`config.mk`:
```
export PLATFORM = sky130hd
export DESIGN_NAME = acq_control
export DESIGN_NICKNAME = d
export VERILOG_FILES = /design/src/flow_pkg.sv /design/src/acq_control.sv /design/src/capture_mem.sv /design/src/flow_step.sv
export SDC_FILE = /design/constraint.sdc
export NUM_CORES = 1
export LEC_CHECK = 0
export ABC_AREA = 1
export ABC_CLOCK_PERIOD_IN_PS = 6600
export BUFFER_PORTS_ARGS = -buffer_cell sky130_fd_sc_hd__buf_2
export CAP_MARGIN = 25
export CORE_UTILIZATION = 55
export CTS_BUF_LIST = sky130_fd_sc_hd__clkbuf_8
export CTS_CLUSTER_DIAMETER = 40
export DETAILED_ROUTE_END_ITERATION = 10
export PLACE_DENSITY = 0.72
export SETUP_SLACK_MARGIN = 0.02
export SLEW_MARGIN = 20
export SYNTH_ARGS = -nofsm -noshare
export SYNTH_HDL_FRONTEND = slang
export SYNTH_SLANG_ARGS = --single-unit
```
`constraint.sdc`:
```
create_clock -name aclk -period 6.6 [get_ports aclk]
set_input_delay 0 -clock aclk [delete_from_list [all_inputs] [get_ports aclk]]
set_output_delay 0 -clock aclk [all_outputs]
set_load 0.1 [all_outputs]
```
`src/flow_pkg.sv`:
```
// shared constants, field layout and helpers for the acquisition controller
package flow_pkg;

  // register byte offsets
  localparam logic [7:0] A_CTRL  = 8'h00;
  localparam logic [7:0] A_CMD   = 8'h04;
  localparam logic [7:0] A_STAT  = 8'h08;
  localparam logic [7:0] A_PFILL = 8'h0C;
  localparam logic [7:0] A_CNT   = 8'h10;
  localparam logic [7:0] A_TIDX  = 8'h14;
  localparam logic [7:0] A_RADDR = 8'h18;
  localparam logic [7:0] A_RDATA = 8'h1C;
  localparam logic [7:0] A_PROG  = 8'h20;
  localparam logic [7:0] A_LAST  = 8'h2C;

  // control and command fields
  localparam int CTRL_QUAL = 0;
  localparam int CTRL_SEG  = 1;
  localparam int CTRL_PRUN = 2;
  localparam int CTRL_PPWR = 4;
  localparam int CMD_START = 0;
  localparam int CMD_STOP  = 1;

  // status and resource fields
  localparam int S_ACQ   = 0;
  localparam int S_TRIG  = 2;
  localparam int S_PAUSE = 3;
  localparam int S_WE    = 4;
  localparam int S_SEQ   = 5;
  localparam int S_SEGN  = 8;
  localparam int F_CNT   = 0;
  localparam int F_FLAG  = 8;

  // program entry fields, one entry per sequencer state
  localparam int E_SEL  = 0;
  localparam int E_INV  = 4;
  localparam int E_CMP  = 5;
  localparam int E_GOTO = 6;
  localparam int E_GEN  = 8;
  localparam int E_SON  = 9;
  localparam int E_SOFF = 10;
  localparam int E_TRIG = 11;
  localparam int E_SEG  = 12;
  localparam int E_COP  = 13;
  localparam int E_FOP  = 15;
  localparam int E_FSEL = 17;
  localparam int E_UPF  = 18;
  localparam int E_VAL  = 24;

  // reset values
  localparam logic [31:0] CTRL_RST = 32'h0000_0000;
  localparam logic [31:0] WORD_RST = 32'h0000_0000;
  localparam logic [7:0]  CNT_INIT = 8'h00;

  // AXI responses
  localparam logic [1:0] RESP_OK  = 2'h0;
  localparam logic [1:0] RESP_ERR = 2'h2;

  // pre/post split percentages
  localparam int PCT_SMALL = 12;
  localparam int PCT_HALF  = 50;
  localparam int PCT_LARGE = 88;

  typedef enum logic [1:0] {
    POS_PRE    = 2'b00,
    POS_CENTER = 2'b01,
    POS_POST   = 2'b10
  } pos_t;

  typedef enum logic [1:0] {
    COP_NONE  = 2'b00,
    COP_INC   = 2'b01,
    COP_DEC   = 2'b10,
    COP_RESET = 2'b11
  } cop_t;

  typedef enum logic [1:0] {
    ACQ_IDLE = 2'b00,
    ACQ_RUN  = 2'b01,
    ACQ_POST = 2'b10,
    ACQ_DONE = 2'b11
  } acq_t;

  // post-trigger sample count implied by a split setting
  function automatic logic [15:0] post_default(input logic [1:0] pos, input logic [15:0] depth);
    logic [31:0] p;
    p = 32'(PCT_HALF);
    if (pos == POS_PRE) begin
      p = 32'(PCT_LARGE);
    end else if (pos == POS_POST) begin
      p = 32'(PCT_SMALL);
    end
    return 16'((32'(depth) * p) / 32'd100);
  endfunction

  // byte-lane merge for register writes
  function automatic logic [31:0] merge(input logic [31:0] old, input logic [31:0] nw,
                                        input logic [3:0] strb);
    logic [31:0] r;
    r = old;
    for (int i = 0; i < 4; i++) begin
      if (strb[i]) begin
        r[i*8 +: 8] = nw[i*8 +: 8];
      end
    end
    return r;
  endfunction

endpackage

```
`src/acq_control.sv`:
```
// trigger-flow sequencer, storage qualifier and capture control with AXI4-Lite registers
//
// Notes on behaviour
// - goto moves sequencer to named state
// - storage actions act only when state-qualified
// - storage actions never with segmented buffer
// - qualified: nothing stored before storage-on
// - after trigger store post-fill, then finish
// - storage off after trigger pauses capture
// - stop ends paused capture as triggered
// - counter, flags, state readable live
// - evaluate everything every sample clock
// - split: 12/88, 50/50, 88/12
// - split applies per segment too
// - separate runtime and power-up positions
// - post-fill sets samples for buffer/segment
// - trigger index = depth minus post-fill
// - segment without post-fill uses split
// - power-up arming right after configuration
// - counter increment, decrement, reset to initial
// - flag set to one or cleared
//
// The register offsets and the AXI4-Lite slave port were decided locally.
`timescale 1ns/1ps
`default_nettype none
module acq_control #(
  parameter int PW         = 8,
  parameter int DEPTH      = 64,
  parameter int NSEG       = 4,
  parameter bit POWERUP_EN = 1'b0
) (
  // clock and reset
  input  wire logic          aclk,
  input  wire logic          aresetn,
  // write address and data
  input  wire logic [7:0]    awaddr,
  input  wire logic          awvalid,
  output logic               awready,
  input  wire logic [31:0]   wdata,
  input  wire logic [3:0]    wstrb,
  input  wire logic          wvalid,
  output logic               wready,
  // write response
  output logic [1:0]         bresp,
  output logic               bvalid,
  input  wire logic          bready,
  // read address and data
  input  wire logic [7:0]    araddr,
  input  wire logic          arvalid,
  output logic               arready,
  output logic [31:0]        rdata,
  output logic [1:0]         rresp,
  output logic               rvalid,
  input  wire logic          rready,
  // probed design signals
  input  wire logic [PW-1:0] probe
);
  localparam int AW = $clog2(DEPTH);
  localparam int SW = $clog2(NSEG);
  localparam int CW = 8;
  localparam logic [AW:0] FULL_D = (AW+1)'(DEPTH);
  localparam logic [AW:0] SEG_D  = (AW+1)'(DEPTH / NSEG);

  logic [31:0]          ctrl_r;
  logic [31:0]          pfill_r;
  logic [31:0]          raddr_r;
  logic [31:0]          prog_r [4];
  flow_pkg::acq_t       acq_r;
  logic [1:0]           seq_r;
  logic [CW-1:0]        cnt_r;
  logic [1:0]           flag_r;
  logic                 we_r;
  logic [AW-1:0]        off_r;
  logic [SW-1:0]        seg_r;
  logic [AW:0]          post_r;
  logic [AW:0]          spost_r;
  logic                 sact_r;
  logic                 trig_r;
  logic [AW:0]          tidx_r;
  logic [1:0]           pos_r;
  logic                 arm_r;
  logic                 bvalid_r;
  logic [1:0]           bresp_r;
  logic                 rvalid_r;
  logic [1:0]           rresp_r;
  logic [31:0]          rdata_r;
  logic [PW-1:0]        mem_q;
  logic                 f_go;
  logic [1:0]           f_go_st;
  logic                 f_son;
  logic                 f_soff;
  logic                 f_trig;
  logic                 f_segt;
  logic [1:0]           f_cop;
  logic [1:0]           f_fop;
  logic                 f_fsel;
  logic                 f_upf;

  // control fields and derived conditions
  logic          qual_eff;
  logic          seg_en;
  logic          running;
  logic          mem_we;
  logic          wr_go;
  logic          rd_go;
  logic          cmd_start;
  logic          cmd_stop;
  logic          start_go;
  logic [1:0]    start_pos;
  logic [AW:0]   cur_depth;
  logic [AW:0]   tpost;
  logic [AW:0]   spost_ld;
  logic [AW-1:0] waddr_m;

  assign seg_en    = ctrl_r[flow_pkg::CTRL_SEG];
  // storage actions gated by qualifier mode
  // and never with a segmented buffer
  assign qual_eff  = ctrl_r[flow_pkg::CTRL_QUAL] & ~seg_en;
  assign running   = (acq_r == flow_pkg::ACQ_RUN) || (acq_r == flow_pkg::ACQ_POST);
  // qualified capture writes only behind the enable
  assign mem_we    = running && (qual_eff ? we_r : 1'b1);
  // depth of one segment or the whole buffer
  assign cur_depth = seg_en ? SEG_D : FULL_D;
  // explicit post-fill, else the split setting
  assign tpost     = f_upf ? pfill_r[AW:0]
                           : (AW+1)'(flow_pkg::post_default(pos_r, 16'(cur_depth)));
  // segment end without a count falls back to the split
  assign spost_ld  = f_upf ? pfill_r[AW:0]
                           : (AW+1)'(flow_pkg::post_default(pos_r, 16'(SEG_D)));
  assign waddr_m   = seg_en ? AW'({seg_r, off_r[AW-SW-1:0]}) : off_r;

  // bus handshakes: address and data are taken together
  assign wr_go     = awvalid && wvalid && !bvalid_r;
  assign awready   = wr_go;
  assign wready    = wr_go;
  assign rd_go     = arvalid && !rvalid_r;
  assign arready   = !rvalid_r;
  assign bvalid    = bvalid_r;
  assign bresp     = bresp_r;
  assign rvalid    = rvalid_r;
  assign rresp     = rresp_r;
  assign rdata     = rdata_r;

  assign cmd_start = wr_go && (awaddr == flow_pkg::A_CMD) && wstrb[0]
                     && wdata[flow_pkg::CMD_START];
  assign cmd_stop  = wr_go && (awaddr == flow_pkg::A_CMD) && wstrb[0]
                     && wdata[flow_pkg::CMD_STOP];
  // power-up arming one cycle after reset release
  assign start_go  = (cmd_start && !running) || (arm_r && POWERUP_EN);
  // runtime and power-up positions kept apart
  assign start_pos = (arm_r && POWERUP_EN) ? ctrl_r[flow_pkg::CTRL_PPWR +: 2]
                                           : ctrl_r[flow_pkg::CTRL_PRUN +: 2];

  function automatic logic mapped(input logic [7:0] a);
    return (a[1:0] == 2'b00) && (a <= flow_pkg::A_LAST);
  endfunction

  // entry decode for the current state
  flow_step #(.PW(PW), .CW(CW)) u_step (
    .entry (prog_r[seq_r]),
    .probe (probe),
    .count (cnt_r),
    .go    (f_go),
    .go_st (f_go_st),
    .son   (f_son),
    .soff  (f_soff),
    .trig  (f_trig),
    .segt  (f_segt),
    .cop   (f_cop),
    .fop   (f_fop),
    .fsel  (f_fsel),
    .upf   (f_upf)
  );

  // acquisition buffer
  capture_mem #(.W(PW), .DEPTH(DEPTH), .AW(AW)) u_mem (
    .clk   (aclk),
    .we    (mem_we),
    .waddr (waddr_m),
    .wdata (probe),
    .raddr (raddr_r[AW-1:0]),
    .rdata (mem_q)
  );

  // software-written registers
  always_ff @(posedge aclk) begin
    if (!aresetn) begin
      ctrl_r  <= flow_pkg::CTRL_RST;
      pfill_r <= flow_pkg::WORD_RST;
      raddr_r <= flow_pkg::WORD_RST;
      for (int i = 0; i < 4; i++) begin
        prog_r[i] <= flow_pkg::WORD_RST;
      end
    end else if (wr_go) begin
      if (awaddr == flow_pkg::A_CTRL) begin
        ctrl_r <= flow_pkg::merge(ctrl_r, wdata, wstrb);
      end
      if (awaddr == flow_pkg::A_PFILL) begin
        pfill_r <= flow_pkg::merge(pfill_r, wdata, wstrb);
      end
      if (awaddr == flow_pkg::A_RADDR) begin
        raddr_r <= flow_pkg::merge(raddr_r, wdata, wstrb);
      end
      for (int i = 0; i < 4; i++) begin
        if (awaddr == flow_pkg::A_PROG + 8'(4 * i)) begin
          prog_r[i] <= flow_pkg::merge(prog_r[i], wdata, wstrb);
        end
      end
    end
  end

  // write response
  always_ff @(posedge aclk) begin
    if (!aresetn) begin
      bvalid_r <= 1'b0;
      bresp_r  <= flow_pkg::RESP_OK;
    end else if (wr_go) begin
      bvalid_r <= 1'b1;
      bresp_r  <= mapped(awaddr) ? flow_pkg::RESP_OK : flow_pkg::RESP_ERR;
    end else if (bready) begin
      bvalid_r <= 1'b0;
    end
  end

  // live readback of state, counter and flags
  always_ff @(posedge aclk) begin
    if (!aresetn) begin
      rvalid_r <= 1'b0;
      rresp_r  <= flow_pkg::RESP_OK;
      rdata_r  <= flow_pkg::WORD_RST;
    end else if (rd_go) begin
      rvalid_r <= 1'b1;
      rresp_r  <= mapped(araddr) ? flow_pkg::RESP_OK : flow_pkg::RESP_ERR;
      rdata_r  <= 32'h0000_0000;
      unique case (araddr)
        flow_pkg::A_CTRL:  rdata_r <= ctrl_r;
        flow_pkg::A_STAT:  begin
          rdata_r[flow_pkg::S_ACQ +: 2]  <= acq_r;
          rdata_r[flow_pkg::S_TRIG]      <= trig_r;
          rdata_r[flow_pkg::S_PAUSE]     <= (acq_r == flow_pkg::ACQ_POST) && !mem_we;
          rdata_r[flow_pkg::S_WE]        <= we_r;
          rdata_r[flow_pkg::S_SEQ +: 2]  <= seq_r;
          rdata_r[flow_pkg::S_SEGN +: 8] <= 8'(seg_r);
        end
        flow_pkg::A_PFILL: rdata_r <= pfill_r;
        flow_pkg::A_CNT:   begin
          rdata_r[flow_pkg::F_CNT +: CW] <= cnt_r;
          rdata_r[flow_pkg::F_FLAG +: 2] <= flag_r;
        end
        flow_pkg::A_TIDX:  rdata_r <= 32'(tidx_r);
        flow_pkg::A_RADDR: rdata_r <= raddr_r;
        flow_pkg::A_RDATA: rdata_r <= 32'(mem_q);
        flow_pkg::A_PROG:  rdata_r <= prog_r[0];
        8'h24:             rdata_r <= prog_r[1];
        8'h28:             rdata_r <= prog_r[2];
        flow_pkg::A_LAST:  rdata_r <= prog_r[3];
        default:           rdata_r <= 32'h0000_0000;
      endcase
    end else if (rready) begin
      rvalid_r <= 1'b0;
    end
  end

  // power-up arm strobe
  always_ff @(posedge aclk) begin
    if (!aresetn) begin
      arm_r <= 1'b1;
    end else begin
      arm_r <= 1'b0;
    end
  end

  always_ff @(posedge aclk) begin
    if (!aresetn || start_go) begin
      seq_r <= 2'b00;
    end else if (running && f_go) begin
      seq_r <= f_go_st;
    end
  end

  always_ff @(posedge aclk) begin
    if (!aresetn || start_go) begin
      cnt_r <= flow_pkg::CNT_INIT;
    end else if (running) begin
      unique case (f_cop)
        flow_pkg::COP_NONE:  cnt_r <= cnt_r;
        flow_pkg::COP_INC:   cnt_r <= cnt_r + CW'(1);
        flow_pkg::COP_DEC:   cnt_r <= cnt_r - CW'(1);
        flow_pkg::COP_RESET: cnt_r <= flow_pkg::CNT_INIT;
      endcase
    end
  end

  always_ff @(posedge aclk) begin
    if (!aresetn || start_go) begin
      flag_r <= 2'b00;
    end else if (running && f_fop == 2'b01) begin
      flag_r[f_fsel] <= 1'b1;
    end else if (running && f_fop == 2'b10) begin
      flag_r[f_fsel] <= 1'b0;
    end
  end

  // registered write enable, start wins over stop
  always_ff @(posedge aclk) begin
    if (!aresetn || start_go) begin
      we_r <= 1'b0;
    end else if (running && qual_eff && f_son) begin
      we_r <= 1'b1;
    end else if (running && qual_eff && f_soff) begin
      we_r <= 1'b0;
    end
  end

  // write pointer and segment stepping
  always_ff @(posedge aclk) begin
    if (!aresetn || start_go) begin
      off_r   <= '0;
      seg_r   <= '0;
      sact_r  <= 1'b0;
      spost_r <= '0;
    end else begin
      if (mem_we) begin
        off_r <= ((AW+1)'(off_r) == cur_depth - (AW+1)'(1)) ? '0 : off_r + AW'(1);
      end
      // segment end counts its own post-fill
      if (acq_r == flow_pkg::ACQ_RUN && seg_en && f_segt && !f_trig && !sact_r) begin
        sact_r  <= 1'b1;
        spost_r <= spost_ld;
      end else if (sact_r && (spost_r == '0 || (mem_we && spost_r == (AW+1)'(1)))) begin
        sact_r <= 1'b0;
        seg_r  <= seg_r + SW'(1);
        off_r  <= '0;
      end else if (sact_r && mem_we) begin
        spost_r <= spost_r - (AW+1)'(1);
      end
    end
  end

  always_ff @(posedge aclk) begin
    if (!aresetn) begin
      acq_r  <= flow_pkg::ACQ_IDLE;
      trig_r <= 1'b0;
      post_r <= '0;
      tidx_r <= '0;
      pos_r  <= flow_pkg::POS_PRE;
    end else if (start_go) begin
      acq_r  <= flow_pkg::ACQ_RUN;
      trig_r <= 1'b0;
      pos_r  <= start_pos;
    end else if (running && cmd_stop) begin
      acq_r  <= flow_pkg::ACQ_DONE;
      trig_r <= 1'b1;
    end else if (acq_r == flow_pkg::ACQ_RUN && f_trig) begin
      // a trigger action or a stop command leaves the run phase
      trig_r <= 1'b1;
      post_r <= tpost;
      // trigger index from depth and post-fill
      tidx_r <= cur_depth - tpost;
      acq_r  <= (tpost == '0) ? flow_pkg::ACQ_DONE : flow_pkg::ACQ_POST;
    end else if (acq_r == flow_pkg::ACQ_POST && mem_we) begin
      // finish once post-fill samples are stored
      post_r <= post_r - (AW+1)'(1);
      if (post_r == (AW+1)'(1)) begin
        acq_r <= flow_pkg::ACQ_DONE;
      end
    end
  end
endmodule
`default_nettype wire

```
`src/capture_mem.sv`:
```
// sample buffer with one write port and a registered read port
`timescale 1ns/1ps
`default_nettype none
module capture_mem #(
  parameter int W     = 8,
  parameter int DEPTH = 64,
  parameter int AW    = 6
) (
  // clock
  input  wire logic          clk,
  // write side
  input  wire logic          we,
  input  wire logic [AW-1:0] waddr,
  input  wire logic [W-1:0]  wdata,
  // read side
  input  wire logic [AW-1:0] raddr,
  output logic      [W-1:0]  rdata
);
  logic [W-1:0] mem [DEPTH];

  // storage and registered readout
  always_ff @(posedge clk) begin
    if (we) begin
      mem[waddr] <= wdata;
    end
    rdata <= mem[raddr];
  end
endmodule
`default_nettype wire

```
`src/flow_step.sv`:
```
// decodes one sequencer entry against the live probes and counter
`timescale 1ns/1ps
`default_nettype none
module flow_step #(
  parameter int PW = 8,
  parameter int CW = 8
) (
  // entry and operands
  input  wire logic [31:0]   entry,
  input  wire logic [PW-1:0] probe,
  input  wire logic [CW-1:0] count,
  // gated actions
  output logic               go,
  output logic [1:0]         go_st,
  output logic               son,
  output logic               soff,
  output logic               trig,
  output logic               segt,
  output logic [1:0]         cop,
  output logic [1:0]         fop,
  output logic               fsel,
  output logic               upf
);
  logic [15:0] pz;
  logic        hit;

  // condition: a probe bit or a counter compare, optionally inverted
  always_comb begin
    pz  = 16'(probe);
    hit = entry[flow_pkg::E_CMP] ? (count == entry[flow_pkg::E_VAL +: CW])
                                 : pz[entry[flow_pkg::E_SEL +: 4]];
    hit = hit ^ entry[flow_pkg::E_INV];
  end

  // actions fire only on a true condition
  assign go    = hit & entry[flow_pkg::E_GEN];
  assign go_st = entry[flow_pkg::E_GOTO +: 2];
  assign son   = hit & entry[flow_pkg::E_SON];
  assign soff  = hit & entry[flow_pkg::E_SOFF];
  assign trig  = hit & entry[flow_pkg::E_TRIG];
  assign segt  = hit & entry[flow_pkg::E_SEG];
  assign cop   = hit ? entry[flow_pkg::E_COP +: 2] : flow_pkg::COP_NONE;
  assign fop   = hit ? entry[flow_pkg::E_FOP +: 2] : 2'h0;
  assign fsel  = entry[flow_pkg::E_FSEL];
  assign upf   = entry[flow_pkg::E_UPF];
endmodule
`default_nettype wire

```
==> run metrics <==
Worst Path Max Fanout 8; Critical Path RT 7.27 ns; Final Hold Slack between 0.02 and 0.03 ns; Worst slew margin between 20% and 30%; Die Width ~260 µm; clk slew on worst S/H paths 0.06 ns; setup TNS 0 ns; Post-Layout Cell Count between 4000 and 5000; DP HPWL about 62 mm; CP arrival ~6 ns; ys flop type edfxtp_1; fin. max-slew vios 0; post-DR vias/cell 6.03; fin area 41300 µm²; post-synthesis register bit count 830; vias post-DR roughly 29000; CP Launch Point pos_r[0]; Critical R2R Launch pos_r[0]; power per cell area 256 nW/µm²; R2R depth 38; initial cell density of the core 55.5%; CTS tree built; share of cells above drive strength 1 11.6%; Total Die Area around 67000 µm²; largest net degree at the start of global routing 127; final hold vios 0; CTS Buf Count 139; FF-to-FF setup slack 1.27 ns; mean area per synthesized cell just over 10 µm²; CP endpoint kind flop; Max stage delay on crit path 0.47 ns; global-route wire length before repair about 150 mm; status completed; GR Overflow Total 0; drt wl/cell 21.5 µm; setup violators final 0; vias in the first global route 26900; Global Route Usage Sum 30.1%; Mapped Area between 30000 and 40000 µm²; Async S/R FF share, synth 0%; Post-synth EDFFs 640; htree depth 4; Cells after DPL 4425; Hold Crit Start awaddr[7]; Crit-path slowest cell dfxtp_1; Area growth syn-to-layout 13.4%; row count 94; Fmax 0.187 GHz; Slew @ Worst Pin 1.06 ns; P_leak approximately 0.015 µW; worst skew pair latency 0.81 ns; Pre-antenna DRT Iters 6; post-synthesis cell count 3592; register area share after synthesis between 60% and 70%; Sinks on Clock Net 830; pre-CTS setup slack 1.26 ns; antenna-violating nets left 0; CP endpoint tidx_r[6]; # Post-CTS Setup Buffers 0; routability cong. 0.939; setup ws final 1.27 ns; Layout Nets 3877; reg2reg end tidx_r[6]; WL final 102 mm; worst-case clock buffer depth 3; Remaining DRCs 0; fill count 5298; Yosys Warn Count 0; Root Driver clkbuf_8; Max VDD drop 254 µV; most repeated library cell on the critical path nand2_1; critical path type flop to flop; CP startpoint kind flop; Die Y 259 µm; ratio of final minimum period to clock period 80.8%; Max Clock Skew 0.0322 ns; core region area approximately 66000 µm²; Max Cap Violations 0; IO buf count 105; initial antenna violation count 4; Hold Path Class input port to flop; RSZ-0062 raised after global routing false; Min Clock Period, post-route 5.33 ns; DRT iter0 DRCs between 3000 and 4000; Placed Area 37800 µm²; Yosys cell types 64; I/O Pins roughly 110
-- critical path: cells and delay by family, from the launching register on --
family | cells | cell delay [ns]
simple gates | 27 | 3.24
compound gates | 5 | 0.76
flops | 1 | 0.47
fa+ha+maj | 2 | 0.37
buf+inv | 3 | 0.29
xor+xnor | 1 | 0.08
-- placed cells by master (no fill, tap or decap), drive strengths merged, types with 4 or more instances in the layout --
cell type	instances
o22ai	157
dlygate4sd3	68
nand4	34
clkinv	34
nand2	386
clkbuf	160
a311oi	4
dfxtp	190
a221oi	32
edfxtp	640
nor3	16
nand3	88
a21oi	209
o32ai	5
a211oi	9
a22o	13
o31ai	4
a31oi	7
o21ai	554
o2111ai	7
bufinv	6
nor2	673
or2	4
ha	31
buf	175
inv	286
xnor2	9
o221ai	20
o211ai	12
a32o	5
xor2	21
-- cells in the mapped netlist (3+ instances only) --
| master | n | area share, % |
|---|---|---|
| nor2_1 | 660 | 6.8 |
| a311oi_1 | 4 | 0.096 |
| a32o_1 | 5 | 0.14 |
| o32ai_1 | 5 | 0.12 |
| a21oi_1 | 208 | 2.9 |
| o22ai_1 | 157 | 2.7 |
| o221ai_1 | 20 | 0.48 |
| a221oi_1 | 32 | 0.77 |
| clkinv_1 | 4 | 0.041 |
| nand3_1 | 68 | 0.93 |
| buf_4 | 4 | 0.082 |
| nand3_2 | 14 | 0.38 |
| nor3_1 | 16 | 0.22 |
| clkbuf_1 | 182 | 1.9 |
| nand3_4 | 6 | 0.29 |
| inv_2 | 10 | 0.10 |
| nor4_1 | 3 | 0.052 |
| buf_1 | 10 | 0.10 |
| nand4_1 | 32 | 0.55 |
| o21a_1 | 3 | 0.062 |
| xnor2_1 | 9 | 0.22 |
| inv_1 | 222 | 2.3 |
| dfxtp_1 | 190 | 10 |
| nand2_2 | 9 | 0.15 |
| buf_6 | 4 | 0.12 |
| o211ai_1 | 12 | 0.25 |
| nand2_1 | 368 | 3.8 |
| ha_1 | 31 | 1.1 |
| nor2_4 | 6 | 0.19 |
| o21ai_0 | 549 | 7.5 |
| edfxtp_1 | 640 | 53 |
| a22o_1 | 13 | 0.31 |
| o21ai_1 | 4 | 0.055 |
| o2111ai_1 | 7 | 0.17 |
| xor2_1 | 21 | 0.50 |
| a31oi_1 | 7 | 0.12 |
| nor2_2 | 5 | 0.086 |
| a211oi_1 | 9 | 0.19 |
| o31ai_1 | 4 | 0.082 |
| nand2_4 | 9 | 0.28 |
-- power by group --
part / switching [µW] / leakage [µW] / internal [µW]
clock: 2120 / 0.00160 / 2460
sequential: 11.7 / 0.00751 / 5640
combinational: 245 / 0.00623 / 82.7
-- cell type report --
type	instances	area, µm²	area share, %
antenna	2	5.00	0.0121
clock buffer	160	2200	5.33
clock inverter	91	587	1.42
inverter	238	907	2.20
multi-input combinational	2326	11800	28.4
sequential	830	23000	55.7
tap	864	1080	2.62
timing repair buffer	243	1750	4.23
-- sequential cells by signal, indices dropped and copies added (netlist names), 2 cells and up, named ones only --
register     count
raddr_r         32
off_r            6
u_mem.rdata      8
acq_r            2
spost_r          7
pfill_r         32
tidx_r           7
pos_r            2
post_r           7
rdata           32
ctrl_r          32
u_mem.mem      512
seg_r            2
seq_r            2
prog_r         128
cnt_r            8
-- cell families after synthesis --
kind of cell,Yosys count,share of synthesized area (%)
xor gates and xnor gates,30,0.721
AOI/OAI and AO/OA,1052,16.3
adders and majority gates,32,1.12
buffers and inverters,438,4.66
DFF,830,63.2
other,1,0.0103
and+or+nand+nor,1209,14.1
-- metrics by stage --
stage / utilization, % / power [µW]
floorplan: - / 5910
global placement: 57.5 / 6050
detailed placement: 57.6 / 6050
CTS: 62.8 / 10600
global route: 63.0 / 10800
finish: 63.0 / 10600
-- worst min-delay path by stage --
stage / to / slack [ns] / cells after the start
after floorplan: u_mem.mem[0][0] / 0.1 / 0
after global placement: bvalid / 0.20 / 2
after detailed placement: bvalid / 0.21 / 2
after CTS: rdata[21] / 0.002 / 8
after global routing: pfill_r[16] / 0.05 / 7
final: pfill_r[16] / 0.03 / 7
-- metal layers --
layer | share of wire (%) | GRT usage (%) | vias up
met2 | 46 | 46.4 | 1616
li1 | - | - | 13100
met5 | 0.026 | 0 | -
met1 | 40 | 41.3 | 13700
met4 | 3.6 | 13.1 | 4
met3 | 11 | 6.47 | 252
-- timing repair --
item                                   CTS  global route
endpoints found under the hold margin  627             0
gates resized for setup                  0             0
hold buffers                            68             0
(Power assumes the default switching activity.)
